`src/core/spi_pkg.sv`:
```
package spi_pkg;

    // Register port geometry.
    localparam int ADDR_W = 3;
    localparam int DATA_W = 8;

    // Register offsets on the plain register port.
    localparam logic [2:0] OFS_CTL = 3'h0;
    localparam logic [2:0] OFS_DIV = 3'h1;
    localparam logic [2:0] OFS_TXB = 3'h2;
    localparam logic [2:0] OFS_RXB = 3'h3;
    localparam logic [2:0] OFS_STAT = 3'h4;
    localparam logic [2:0] OFS_MASK = 3'h5;
    localparam logic [2:0] OFS_LIVE = 3'h6;

    // Layout of control_word_zero, bit 5 down to bit 0.
    typedef struct packed {
        logic soft_reset_bit;
        logic master;
        logic four_pin;
        logic enable_pin_mode;
        logic clock_polarity_select;
        logic clock_phase_select;
    } ctl_t;

    // Reset values.
    localparam ctl_t CTL_RST = 6'h20;
    localparam logic [7:0] DIV_RST = 8'h04;
    localparam logic [7:0] MASK_RST = 8'h00;

    // Sticky event bit positions in the status and mask registers.
    localparam int EV_RX = 0;
    localparam int EV_TX = 1;
    localparam int EV_ABORT = 2;
    localparam int EV_W = 3;

    // Bit positions of the live state register.
    localparam int LV_TXFULL = 0;
    localparam int LV_BUSY = 1;
    localparam int LV_WAIT = 2;
    localparam int LV_STE = 3;
    localparam int LV_SCLK = 4;

    // Last bit index of an eight-bit character.
    localparam logic [2:0] BIT_LAST = 3'h7;

    // Synchronised pin levels.
    typedef struct packed {
        logic transmit_enable_pin;
        logic somi;
        logic simo;
        logic sclk;
    } pins_t;

    // Engine states.
    typedef enum logic [3:0] {
        ST_OFF = 4'h1,
        ST_WAIT_IDLE = 4'h2,
        ST_READY = 4'h4,
        ST_RUN = 4'h8
    } eng_t;

endpackage

```
`src/core/sync2.sv`:
```
`timescale 1ns/1ps
module sync2 #(
    parameter int W = 1
) (
    input wire logic mclk,
    input wire logic rst_b,
    input wire logic [W-1:0] d,
    output logic [W-1:0] q
);

    logic [W-1:0] meta_r;

    // Two flip-flops per bit; only the second stage is visible.
    always_ff @(posedge mclk)
    begin
        if (!rst_b)
        begin
            meta_r <= '0;
            q <= '0;
        end
        else
        begin
            meta_r <= d;
            q <= meta_r;
        end
    end

endmodule

```
`src/core/spi_unit.sv`:
```
// Added by the designer: the placing of the registers and strobed register access.
`timescale 1ns/1ps
// Behaviour
// RL1 - Serial clock idle is low for polarity 0, high for polarity 1.
// RL2 - Slave phase 1 released off-idle must still receive, flag and send bit one.
// RL3 - Slave released off-idle must send the first loaded byte first.
// RL4 - External master parks the clock idle before soft reset clears.
// RL5 - Host should prefer clock phase 0 for the slave.
// RL6 - Host flags failure when transmit flag sets twice without receive flag.
// RL7 - On failure host pulses soft reset and asks the master to resend.
// RL8 - Four-pin master, enable-pin mode 0: enable pin is a conflict input.
// RL9 - Four-pin master, enable-pin mode 1: enable pin drives an enable output.
// RL10 - Mode 0 host writes transmit buffer only while enable input is active.
// RL11 - Conflict mode master aborts a transfer when enable input goes inactive.
// RL12 - After an abort the host rewrites the transmit buffer.
// RL13 - Reset-release hazard concerns slaves with clock phase 1, both variants.
module spi_unit (
    input wire logic mclk,
    input wire logic rst_b,
    input wire logic [2:0] addr,
    input wire logic [7:0] wdata,
    input wire logic wr,
    input wire logic rd,
    output logic [7:0] rdata,
    output logic irq,
    input wire logic sclk_in,
    output logic sclk_out,
    output logic sclk_oe,
    input wire logic simo_in,
    output logic simo_out,
    output logic simo_oe,
    input wire logic somi_in,
    output logic somi_out,
    output logic somi_oe,
    input wire logic ste_in,
    output logic ste_out,
    output logic ste_oe
);

    logic [3:0] pin_q;
    spi_pkg::pins_t pin_s;
    spi_pkg::ctl_t ctl_r, ctl_nxt;
    logic [7:0] div_r, div_nxt, mask_r, mask_nxt, rdata_r, rdata_nxt;
    logic [7:0] txbuf_r, txbuf_nxt, rxbuf_r, rxbuf_nxt;
    logic tx_full_r, tx_full_nxt;
    logic [spi_pkg::EV_W-1:0] stat_r, stat_nxt, ev;
    spi_pkg::eng_t state_r, state_nxt;
    logic sclk_r, sclk_nxt, out_r, out_nxt, ste_r, ste_nxt, sclk_d_r, sclk_d_nxt;
    logic [7:0] tx_sh_r, tx_sh_nxt, rx_sh_r, rx_sh_nxt, div_cnt_r, div_cnt_nxt;
    logic [2:0] cnt_r, cnt_nxt;
    logic started_r, started_nxt, loaded_r, loaded_nxt, skip_r, skip_nxt;
    logic take_tx, rx_done, abort_ev;
    logic [7:0] rx_word;
    logic pol, pha, tick, sel, ste_ok, conflict_mode;
    logic m_edge, s_edge, lead, trail, sample, shout, in_bit, load;

    // Pins from the far side are resynchronised before use.
    sync2 #(
        .W(4)
    ) u_sync (
        .mclk(mclk),
        .rst_b(rst_b),
        .d({ste_in, somi_in, simo_in, sclk_in}),
        .q(pin_q)
    );

    // Edge classification shared by master and slave paths.
    assign pin_s = spi_pkg::pins_t'(pin_q);
    assign pol = ctl_r.clock_polarity_select;
    assign pha = ctl_r.clock_phase_select;
    assign tick = (div_cnt_r == div_r);
    assign sel = !ctl_r.four_pin || !pin_s.transmit_enable_pin;
    assign conflict_mode = ctl_r.master && ctl_r.four_pin && !ctl_r.enable_pin_mode;
    assign ste_ok = !conflict_mode || pin_s.transmit_enable_pin; // [RL8]
    assign m_edge = (state_r == spi_pkg::ST_RUN) && tick && ste_ok;
    assign s_edge = !ctl_r.master && (state_r == spi_pkg::ST_READY) && sel
        && (pin_s.sclk != sclk_d_r);
    assign lead = m_edge ? (sclk_r == pol) : (s_edge && (sclk_d_r == pol)); // [RL1]
    assign trail = m_edge ? (sclk_r != pol) : (s_edge && (sclk_d_r != pol)); // [RL1]
    assign sample = pha ? trail : lead;
    assign shout = pha ? lead : trail;
    assign in_bit = ctl_r.master ? pin_s.somi : pin_s.simo;
    assign rx_word = {rx_sh_r[6:0], in_bit};

    // Loads the shifter: master on start, slave at a character boundary only.
    always_comb
    begin
        load = 1'b0;
        if (state_r == spi_pkg::ST_READY && tx_full_r)
        begin
            if (ctl_r.master)
                load = ste_ok; // [RL8]
            else
                load = !started_r && !loaded_r && !s_edge; // [RL3]
        end
    end

    // Serial engine next state.
    always_comb
    begin
        state_nxt = state_r;
        sclk_nxt = sclk_r;
        out_nxt = out_r;
        sclk_d_nxt = pin_s.sclk;
        tx_sh_nxt = tx_sh_r;
        rx_sh_nxt = rx_sh_r;
        div_cnt_nxt = div_cnt_r;
        cnt_nxt = cnt_r;
        started_nxt = started_r;
        loaded_nxt = loaded_r;
        skip_nxt = skip_r;
        take_tx = 1'b0;
        rx_done = 1'b0;
        abort_ev = 1'b0;
        unique case (state_r)
            spi_pkg::ST_OFF:
            begin
                if (!ctl_r.soft_reset_bit)
                    state_nxt = ctl_r.master ? spi_pkg::ST_READY : spi_pkg::ST_WAIT_IDLE;
            end
            spi_pkg::ST_WAIT_IDLE:
            begin
                // A slave only arms once the clock sits at its idle level.
                if (pin_s.sclk == pol && sclk_d_r == pol)
                    state_nxt = spi_pkg::ST_READY; // [RL1] [RL2] [RL13]
            end
            spi_pkg::ST_READY:
            begin
                if (ctl_r.master)
                begin
                    sclk_nxt = pol;
                    div_cnt_nxt = 8'h00;
                    if (load)
                    begin
                        state_nxt = spi_pkg::ST_RUN;
                        cnt_nxt = 3'h0;
                        started_nxt = 1'b0;
                        skip_nxt = 1'b0;
                    end
                end
            end
            spi_pkg::ST_RUN:
            begin
                div_cnt_nxt = tick ? 8'h00 : div_cnt_r + 8'h01;
                if (!ste_ok)
                begin
                    // Another master took the bus: drop the character.
                    abort_ev = 1'b1; // [RL11]
                    state_nxt = spi_pkg::ST_READY; // [RL11]
                    sclk_nxt = pol;
                    cnt_nxt = 3'h0;
                    started_nxt = 1'b0;
                    loaded_nxt = 1'b0;
                    skip_nxt = 1'b0;
                end
                else if (m_edge)
                begin
                    sclk_nxt = ~sclk_r;
                    if (trail && (pha ? (cnt_r == spi_pkg::BIT_LAST) : skip_r))
                        state_nxt = spi_pkg::ST_READY;
                end
            end
            default:
            begin
                state_nxt = spi_pkg::ST_OFF;
            end
        endcase
        if (load)
        begin
            take_tx = 1'b1;
            loaded_nxt = 1'b1;
            if (pha)
                tx_sh_nxt = txbuf_r;
            else
            begin
                out_nxt = txbuf_r[7];
                tx_sh_nxt = {txbuf_r[6:0], 1'b0};
            end
        end
        if (lead)
            started_nxt = 1'b1;
        if (shout)
        begin
            // The trailing edge right after a phase-0 boundary must not shift.
            if (skip_r)
                skip_nxt = 1'b0; // [RL3]
            else
            begin
                out_nxt = tx_sh_r[7];
                tx_sh_nxt = {tx_sh_r[6:0], 1'b0};
            end
        end
        if (sample)
        begin
            rx_sh_nxt = rx_word;
            if (cnt_r == spi_pkg::BIT_LAST)
            begin
                rx_done = 1'b1; // [RL2]
                cnt_nxt = 3'h0;
                started_nxt = 1'b0;
                loaded_nxt = 1'b0;
                skip_nxt = !pha;
            end
            else
                cnt_nxt = cnt_r + 3'h1;
        end
        if (ctl_r.soft_reset_bit)
        begin
            state_nxt = spi_pkg::ST_OFF;
            sclk_nxt = pol;
            out_nxt = 1'b0;
            tx_sh_nxt = 8'h00;
            cnt_nxt = 3'h0;
            started_nxt = 1'b0;
            loaded_nxt = 1'b0;
            skip_nxt = 1'b0;
            div_cnt_nxt = 8'h00;
        end
        ste_nxt = (state_nxt != spi_pkg::ST_RUN); // [RL9]
    end

    // Serial engine registers.
    always_ff @(posedge mclk)
    begin
        if (!rst_b)
        begin
            state_r <= spi_pkg::ST_OFF;
            sclk_r <= 1'b0;
            out_r <= 1'b0;
            ste_r <= 1'b1;
            sclk_d_r <= 1'b0;
            tx_sh_r <= 8'h00;
            rx_sh_r <= 8'h00;
            div_cnt_r <= 8'h00;
            cnt_r <= 3'h0;
            started_r <= 1'b0;
            loaded_r <= 1'b0;
            skip_r <= 1'b0;
        end
        else
        begin
            state_r <= state_nxt;
            sclk_r <= sclk_nxt;
            out_r <= out_nxt;
            ste_r <= ste_nxt;
            sclk_d_r <= sclk_d_nxt;
            tx_sh_r <= tx_sh_nxt;
            rx_sh_r <= rx_sh_nxt;
            div_cnt_r <= div_cnt_nxt;
            cnt_r <= cnt_nxt;
            started_r <= started_nxt;
            loaded_r <= loaded_nxt;
            skip_r <= skip_nxt;
        end
    end

    // Register file next state; a new event wins over a read-clear.
    always_comb
    begin
        ctl_nxt = ctl_r;
        div_nxt = div_r;
        mask_nxt = mask_r;
        txbuf_nxt = txbuf_r;
        rxbuf_nxt = rx_done ? rx_word : rxbuf_r;
        tx_full_nxt = tx_full_r && !take_tx;
        rdata_nxt = 8'h00;
        ev = '0;
        ev[spi_pkg::EV_RX] = rx_done;
        ev[spi_pkg::EV_TX] = take_tx;
        ev[spi_pkg::EV_ABORT] = abort_ev;
        stat_nxt = stat_r | ev;
        if (wr)
        begin
            unique case (addr)
                spi_pkg::OFS_CTL: ctl_nxt = spi_pkg::ctl_t'(wdata[5:0]);
                spi_pkg::OFS_DIV: div_nxt = wdata;
                spi_pkg::OFS_MASK: mask_nxt = wdata;
                spi_pkg::OFS_TXB:
                begin
                    txbuf_nxt = wdata;
                    tx_full_nxt = 1'b1;
                end
                default: ctl_nxt = ctl_r;
            endcase
        end
        if (rd)
        begin
            unique case (addr)
                spi_pkg::OFS_CTL: rdata_nxt = {2'h0, ctl_r};
                spi_pkg::OFS_DIV: rdata_nxt = div_r;
                spi_pkg::OFS_TXB: rdata_nxt = txbuf_r;
                spi_pkg::OFS_RXB: rdata_nxt = rxbuf_r;
                spi_pkg::OFS_MASK: rdata_nxt = mask_r;
                spi_pkg::OFS_STAT:
                begin
                    rdata_nxt = {5'h00, stat_r};
                    stat_nxt = ev;
                end
                spi_pkg::OFS_LIVE:
                begin
                    rdata_nxt[spi_pkg::LV_TXFULL] = tx_full_r;
                    rdata_nxt[spi_pkg::LV_BUSY] = (state_r == spi_pkg::ST_RUN) || started_r;
                    rdata_nxt[spi_pkg::LV_WAIT] = (state_r == spi_pkg::ST_WAIT_IDLE);
                    rdata_nxt[spi_pkg::LV_STE] = pin_s.transmit_enable_pin;
                    rdata_nxt[spi_pkg::LV_SCLK] = pin_s.sclk;
                end
                default: rdata_nxt = 8'h00;
            endcase
        end
        if (ctl_r.soft_reset_bit)
            tx_full_nxt = wr && (addr == spi_pkg::OFS_TXB);
    end

    // Register file flip-flops.
    always_ff @(posedge mclk)
    begin
        if (!rst_b)
        begin
            ctl_r <= spi_pkg::CTL_RST;
            div_r <= spi_pkg::DIV_RST;
            mask_r <= spi_pkg::MASK_RST;
            txbuf_r <= 8'h00;
            rxbuf_r <= 8'h00;
            tx_full_r <= 1'b0;
            stat_r <= '0;
            rdata_r <= 8'h00;
        end
        else
        begin
            ctl_r <= ctl_nxt;
            div_r <= div_nxt;
            mask_r <= mask_nxt;
            txbuf_r <= txbuf_nxt;
            rxbuf_r <= rxbuf_nxt;
            tx_full_r <= tx_full_nxt;
            stat_r <= stat_nxt;
            rdata_r <= rdata_nxt;
        end
    end

    // Pin drivers and the interrupt level.
    assign rdata = rdata_r;
    assign irq = |(stat_r & mask_r[spi_pkg::EV_W-1:0]);
    assign sclk_out = sclk_r;
    assign sclk_oe = ctl_r.master && !ctl_r.soft_reset_bit;
    assign simo_out = out_r;
    assign simo_oe = ctl_r.master && !ctl_r.soft_reset_bit;
    assign somi_out = out_r;
    assign somi_oe = !ctl_r.master && !ctl_r.soft_reset_bit && sel;
    assign ste_out = ste_r; // [RL9]
    assign ste_oe = ctl_r.master && ctl_r.four_pin && ctl_r.enable_pin_mode; // [RL8] [RL9]

endmodule

```
`config.mk`:
```
export PLATFORM = sky130hd
export DESIGN_NAME = spi_unit
export DESIGN_NICKNAME = d
export VERILOG_FILES = /design/src/core/spi_pkg.sv /design/src/core/sync2.sv /design/src/core/spi_unit.sv
export SDC_FILE = /design/constraint.sdc
export NUM_CORES = 1
export LEC_CHECK = 0
export BUFFER_PORTS_ARGS = -buffer_cell sky130_fd_sc_hd__buf_2
export CELL_PAD_IN_SITES_DETAIL_PLACEMENT = 1
export CELL_PAD_IN_SITES_GLOBAL_PLACEMENT = 2
export CORE_AREA = 2 2 119 121
export CTS_BUF_LIST = sky130_fd_sc_hd__clkbuf_2 sky130_fd_sc_hd__clkbuf_4 sky130_fd_sc_hd__clkbuf_8
export CTS_CLUSTER_DIAMETER = 50
export DETAILED_ROUTE_END_ITERATION = 10
export DIE_AREA = 0 0 121 123
export PLACE_DENSITY_LB_ADDON = 0.2
export REMOVE_ABC_BUFFERS = 1
export SLEW_MARGIN = 25
export SYNTH_ARGS = -nofsm -noshare
export SYNTH_HDL_FRONTEND = slang
export SYNTH_HIERARCHICAL = 1
export SYNTH_SLANG_ARGS = --single-unit
```
`constraint.sdc`:
```
create_clock -name mclk -period 2 [get_ports mclk]
set_input_delay 0.4 -clock mclk [delete_from_list [all_inputs] [get_ports mclk]]
set_output_delay 0.4 -clock mclk [all_outputs]
set_load 0.005 [all_outputs]
```
==> Word-level counts from Yosys, hierarchy flattened <==
Cells that the tools add are included.
{ "totals": {"elab_cells": 177, "input_bits": 19, "ff_bits": 95, "out_inout_bits": 17} }
{ "classes": {"reduce_logical": 48, "eq_ne": 25, "add_sub_neg": 2, "n_mux": 71, "n_bitwise": 4} }
{ "ops": {"columns": ["cell", "count"], "rows": [
  ["$mux 8", 6],
  ["$mux 1", 42],
  ["$pmux 5 s7", 1],
  ["$mux 4", 7],
  ["$mux 3", 8],
  ["$logic_and 1x1->1", 20],
  ["$pmux 4 s4", 1],
  ["$pmux 8 s2", 1],
  ["$pmux 3 s5", 1],
  ["$eq 3x3->1 const B", 4],
  ["$ne 3x3->1 const B", 4],
  ["$reduce_and 2->1", 6],
  ["$logic_not 1->1", 11],
  ["$add 8x1->8 const B", 1],
  ["$eq 8x8->1", 1],
  ["$ne 4x4->1 const B", 2],
  ["$eq 3x2->1 const B", 2],
  ["$pmux 1 s2", 3],
  ["$pmux 3 s2", 1],
  ["$reduce_bool 3->1", 2],
  ["$eq 4x1->1 const B", 1],
  ["$eq 4x2->1 const B", 1],
  ["$eq 4x3->1 const B", 1],
  ["$eq 4x4->1 const B", 1],
  ["15 further kinds", 22]
]} }

==> Depth between registers and ports, before layout <==
{ "logic_depth": {"depth_word": 15, "ltp_mapped": 9, "ltp_nobuf": 6} }

==> Modules after synthesis <==
The synthesis kept the hierarchy.
{ "modules_own_cells": {"columns": ["mod", "seq_area_each_um2", "cells_each", "area_per_inst_um2", "instances"], "rows": [
  ["spi_unit", 1741.7, 524, 4354.2, 1],
  ["sync2", 160.2, 16, 210.2, 1]
]} }

==> Worst setup path before layout <==
No wires, ideal clock.
{ "synth_timing": {"path_kind": "flip-flop to flip-flop", "startpoint": "register state_r[0]", "endpoint": "register rx_sh_r[5]", "synth_period_minus_slack_ps": 2132, "path_slack_ps": -132, "arrival_ps": 2005, "setup_ps": 128, "path_stages_with_launch": 10, "required_ps": 1872, "n_path_buf": 3, "path_cell_list": "dfxtp_1 > buf_4 > or4b_4 > nor4b_4 > or2_1 > o22a_1 > buf_6 > buf_12 > mux2i_1 > nor2_1"} }
{ "synth_between": {"elab_chain_cells": 7, "word_cells_on_any_way": 12, "classes_between": "eq/ne: 2; mux: 3; reduce/logical: 7"} }
{ "synth_lines": {"columns": ["element", "line_no", "text"], "rows": [
  ["from (decl)", "spi_unit.sv:47", "spi_pkg::eng_t state_r, state_nxt;"],
  ["from (signal assigned)", "spi_unit.sv:227", "state_r <= spi_pkg::ST_OFF;"],
  ["from (signal assigned)", "spi_unit.sv:242", "state_r <= state_nxt;"],
  ["$eq 4x3->1", "spi_unit.sv:76", "assign s_edge = !ctl_r.master && (state_r == spi_pkg::ST_READY) && sel"],
  ["$logic_and 1x1->1 (2 in series)", "spi_unit.sv:76", null],
  ["$logic_and 1x1->1", "spi_unit.sv:77", "&& (pin_s.sclk != sclk_d_r);"],
  ["$logic_and 1x1->1 (on tied branches)", "spi_unit.sv:78, spi_unit.sv:79", null],
  ["$mux 1 (on tied branches)", "spi_unit.sv:78, spi_unit.sv:79", null],
  ["$mux 1 (*)", "spi_unit.sv:80", "assign sample = pha ? trail : lead;"],
  ["to (signal assigned)", "spi_unit.sv:248", "rx_sh_r <= rx_sh_nxt;"],
  ["to (decl)", "spi_unit.sv:49", "logic [7:0] tx_sh_r, tx_sh_nxt, rx_sh_r, rx_sh_nxt, div_cnt_r, div_cnt_nxt;"]
]} }
Every way passes the cells marked *; elsewhere a longest branch is shown, timed or not.
A chain may end at the register's enable or synchronous reset.

==> Worst setup path after layout <==
{ "layout_timing": {"startpoint": "register state_r[1]", "endpoint": "register rx_sh_r[2]"} }
The elaborated chain is that of the path after synthesis.

==> results by stage <==
Run status:
- The run finished, with violations left.
- The checks that failed: setup timing.

GRT:
- The most congested layer reported by global routing is met2.
- For met2 alone, demand over resource in global routing was 0.340.
- The first global-routing pass estimated 22300 um of wire.
- The pin count of the biggest net entering global routing is 34.
- The met3 layer usage reported by global route is 0.0323.
- For this run, global-route usage on met1 was measured as 0.255.
- After global routing the overflow that remains totals 0.
- The number of global-route vias before repair is 4215.
- The initial antenna violation count came to 0.
- The all-layer global routing usage is 0.197.

Power:
- Summed over all nets, the switching power comes to 0.874 mW.
- The clock network fraction of design power is 0.410.
- Of the total power, the share spent switching nets is 0.235.
- The proportion of power drawn by flip-flops and latches is 0.523.
- Cell internal power was estimated by the tool at 2.84 mW.
- The combinational group share of total power is 0.067.
- Dividing total power by cell area gives a power density of 617 nW/um2.
- For this design the static power due to leakage is 2.19 nW.
- The peak supply drop is 0.331 mV.

Logic synthesis:
- The number of cells produced by synthesis is 540.
- The number of enable flip-flop cells after synthesis is 0.
- By area the synthesized netlist is led by sky130_fd_sc_hd__dfxtp_1 (42%), sky130_fd_sc_hd__nand2_1 (7.6%), sky130_fd_sc_hd__mux2i_1 (7.2%), sky130_fd_sc_hd__a21oi_1 (5.8%), sky130_fd_sc_hd__nor2_1 (4.0%).
- Synthesis inferred 95 register bits.
- For this run, the number of Yosys warnings is 6.
- Each instance of the synthesized netlist takes up on average 8.45 um2.
- The post-synthesis share of cell area spent on full adders, half adders and majority gates is 0.00822.
- The cell with the most instances after synthesis is sky130_fd_sc_hd__dfxtp_1.
- The proportion of register bits with asynchronous set or reset after synthesis is 0.
- After synthesis, the share of cell area in mux cells is 0.0970.
- The synthesized-area fraction occupied by xor and xnor cells is 0.0230.
- The most frequently used flop master after synthesis is sky130_fd_sc_hd__dfxtp_1.
- Of the synthesized area, sequential elements account for 0.417.
- Of the post-synthesis cell area, the dominant cell type holds 0.417.
- The largest total area in the synthesized netlist belongs to sky130_fd_sc_hd__dfxtp_1.
- The simple-gate share of the synthesized area is 0.262.
- By count the netlist is led by sky130_fd_sc_hd__dfxtp_1 (95), sky130_fd_sc_hd__nand2_1 (92), sky130_fd_sc_hd__a21oi_1 (53).
- After synthesis, the largest family of logic cells by area is simple AND/OR/NAND/NOR gates.
- The post-synth design cell area is 4560 um2.
- The fraction of the mapped netlist area in compound gates is 0.151.
- The number of different library cells used by synthesis comes to 56.

Cells and area:
- In the final layout, the share of cells above drive strength 1 is 0.306.
- After routing the design area is 6010 um2.
- The antenna diode count is 0.
- The number of nets in the finished design is 659.
- From synthesis to final layout, the design area changed by 31.7%.
- At the end of the flow the core is filled with cells to 0.442.

Clock tree:
- The register clock-pin slew on the reported worst setup and hold paths is ~0.090 ns.
- The count of clock tree sinks is 95.
- The number of CTS-inserted buffers is 9.
- TritonCTS built the clock tree.
- The cell at the root of the clock tree is sky130_fd_sc_hd__clkbuf_8.
- The H-tree depth is 3.
- The worst-skew pair later-pin latency is between 0.3 and 0.4 ns.
- The count of hold buffers inserted by post-cts repair is 0.
- The longest clock path from root to sink contains 2 buffers.

STA:
- Once routing completed, OpenROAD measured the worst setup slack at -0.0783 ns.
- The number of pins exceeding their max-slew limit in the final report is 0.
- On the final layout, the worst clock skew is 0.00931 ns.
- The post-route fraction of the period consumed by the critical path is 1.04.
- The final period demand of the worst path is 2.08 ns.
- After routing, the total negative slack on setup checks comes to -0.671 ns.
- The remaining max-slew budget at the tightest pin is 0.675.
- Setup repair after global routing could not meet its margin everywhere.
- The slew at the pin with the worst max-slew slack is 0.482 ns.
- The highest achievable clock rate is just under 500 MHz.
- The number of failing setup endpoints in the final timing report is 23.
- The hold violation count in the final report is 0.

Placed design:
- Port buffering added 35 buffers.
- The placer congestion estimate is about 0.8.
- The cell area after placement is 5240 um2.
- Detailed placement ended at an HPWL of 10400 um.

Floorplan:
- The floorplan step defined a die boundary enclosing 14900 um2.
- Measured along the x axis, the die boundary spans 121 um.
- The initialized floorplan defines 43 standard-cell rows.
- The initial standard-cell utilization of the core is 0.335.
- From bottom edge to top edge, the die measures 123 um.
- The number of top-level pins is 36.
- The area of the core region is 13600 um2.

Routing:
- In this run, the number of DRC markers left after iteration 0 of detailed routing was 233.
- The via-per-instance ratio is 5.10.
- The detail-routed net length per standard cell is ~18 um.
- The routed layout has 4191 vias.
- The number of nets with antenna violations after detailed routing is 0.
- The first TritonRoute pass finished after 4 iterations.
- The number of remaining DRC errors is 0.
- Summed over all layers, the routed wires come to 14900 um.

Hold path:
- The worst min-delay path category is in -> reg.
- The instance count along the most critical hold path is 2.
- The endpoint of the worst hold path is u_sync/meta_r[1]$_SDFF_PN0_.
- In this run the most critical hold path is launched from simo_in.

Worst setup path:
- The critical path data required time is 2.26 ns.
- The largest fanout on the critical path is 5.
- Counting cells, the worst reg-to-reg path comes to 7.
- STA puts the critical path data arrival time at 2.34 ns.
- The stage delay of the slowest cell on the critical path is 0.56 ns.
- The reg-to-reg setup timing slack is -0.08 ns.
- For this design, the slowest cell found on the critical path is sky130_fd_sc_hd__or4b_4.
- STA classifies the critical path startpoint as a register.
- Traced cell by cell, the critical path runs through or4b_4, nor4b_4, or2_1, o22a_4, buf_12, mux2i_4, nor2_1.
- STA classifies the critical path endpoint as a register.
- The worst setup path category is reg -> reg.
- The startpoint of the lowest-slack register-to-register path is state_r[1]$_SDFF_PN0_.
- The capture point of the worst reg-to-reg path is rx_sh_r[2]$_SDFFE_PN0N_.

Job:
- The tool flagged a number of max-cap violations equal to 0.
## power groups by stage
stage               Sequential (mW)  Combinational (mW)  Clock [mW]
floorplan                      1.98               0.104           0
global placement               1.98               0.232           0
detailed placement             1.98               0.235           0
CTS                            1.94               0.238        1.57
global route                   1.94               0.273        1.65
finish                         1.94               0.249        1.52
## per-stage QoR
step                power [mW]  setup WS (ns)  hold WS, ns  cells
floorplan                 2.08         -0.712        0.406    506
global placement          2.21         -0.116        0.415    777
detailed placement        2.22         -0.143        0.420    777
CTS                       3.75        -0.0871        0.203    797
global route              3.87         -0.160        0.205    821
finish                    3.71        -0.0783        0.230    821
## flip-flops by register name (all words and copies together) (netlist names), 3 cells and up
name,cells
ctl_r,4
mask_r,8
state_r,4
tx_sh_r,8
u_sync/q,4
txbuf_r,8
cnt_r,3
stat_r,3
div_r,8
rx_sh_r,7
rdata,8
div_cnt_r,8
rxbuf_r,8
u_sync/meta_r,4
## repair_timing
action / 4_1_cts / 5_1_grt
gates resized for setup: 20 / 46
gates cloned: 1 / 5
setup endpoints to repair: 16 / 40
buffers inserted: 4 / 19
pin swaps: 5 / 12
## cells in the final DEF, fill, tap and decap left out, drive strengths merged, types with 4 or more instances in the layout
| cell | synthesis | routed |
|---|---|---|
| clkbuf | 21 | 13 |
| nand2 | 92 | 92 |
| o21ai | 19 | 19 |
| buf | 13 | 116 |
| xnor2 | 9 | 9 |
| o211ai | 7 | 7 |
| and2 | 11 | 11 |
| mux2i | 33 | 33 |
| dfxtp | 95 | 95 |
| and3 | 9 | 9 |
| nand3b | 6 | 6 |
| a22oi | 4 | 4 |
| nand3 | 17 | 17 |
| nor2b | 18 | 18 |
| mux2 | 6 | 6 |
| or3b | 5 | 5 |
| nor4b | 4 | 4 |
| a21oi | 53 | 53 |
| nor2 | 49 | 49 |
| a21boi | 5 | 5 |
| a211oi | 6 | 6 |
| nand2b | 6 | 6 |
| nor3 | 8 | 8 |
## critical path: cells and delay by family (launching register included)
kind | cells | cell delay, ns
and+or+nand+nor | 4 | 1.06
muxes | 1 | 0.20
DFF | 1 | 0.34
AOI/OAI and AO/OA | 1 | 0.21
buffers and inverters | 1 | 0.14
## how the worst max path moves through the flow
stage,endpoint,cells past startpoint,slack (ns),start
global placement,simo_out$_SDFF_PP0_,9,-0.12,state_r[1]$_SDFF_PN0_
finish,rx_sh_r[2]$_SDFFE_PN0N_,7,-0.08,state_r[1]$_SDFF_PN0_
global route,tx_sh_r[4]$_SDFF_PP0_,8,-0.16,u_sync/q[3]$_SDFF_PN0_
detailed placement,simo_out$_SDFF_PP0_,9,-0.14,state_r[1]$_SDFF_PN0_
floorplan,simo_out$_SDFF_PP0_,6,-0.71,state_r[3]$_SDFF_PN0_
CTS,rx_sh_r[2]$_SDFFE_PN0N_,7,-0.09,state_r[1]$_SDFF_PN0_
## final cells by class
cell class | count | area, um2
Clock buffer | 9 | 124
Multi-Input combinational cell | 408 | 2670
Fill cell | 1609 | 7600
Clock inverter | 6 | 110
Sequential cell | 95 | 1920
Timing Repair Buffer | 120 | 951
Inverter | 3 | 11.3
Tap cell | 180 | 225
## kinds of logic after synthesis
logic type,count (synthesis)
simple gates,238
compound gates,114
flops,95
mux,41
buf+inv,37
xor+xnor,12
fa+ha+maj,3
## per-layer routing
metal  vias up  routed length (um)
met5         -                   0
met4         0                 166
met3         9                 392
met2        50                7370
met1      2057                6930
li1       2075                   -
Note: power is estimated with default switching activity, not from simulation.
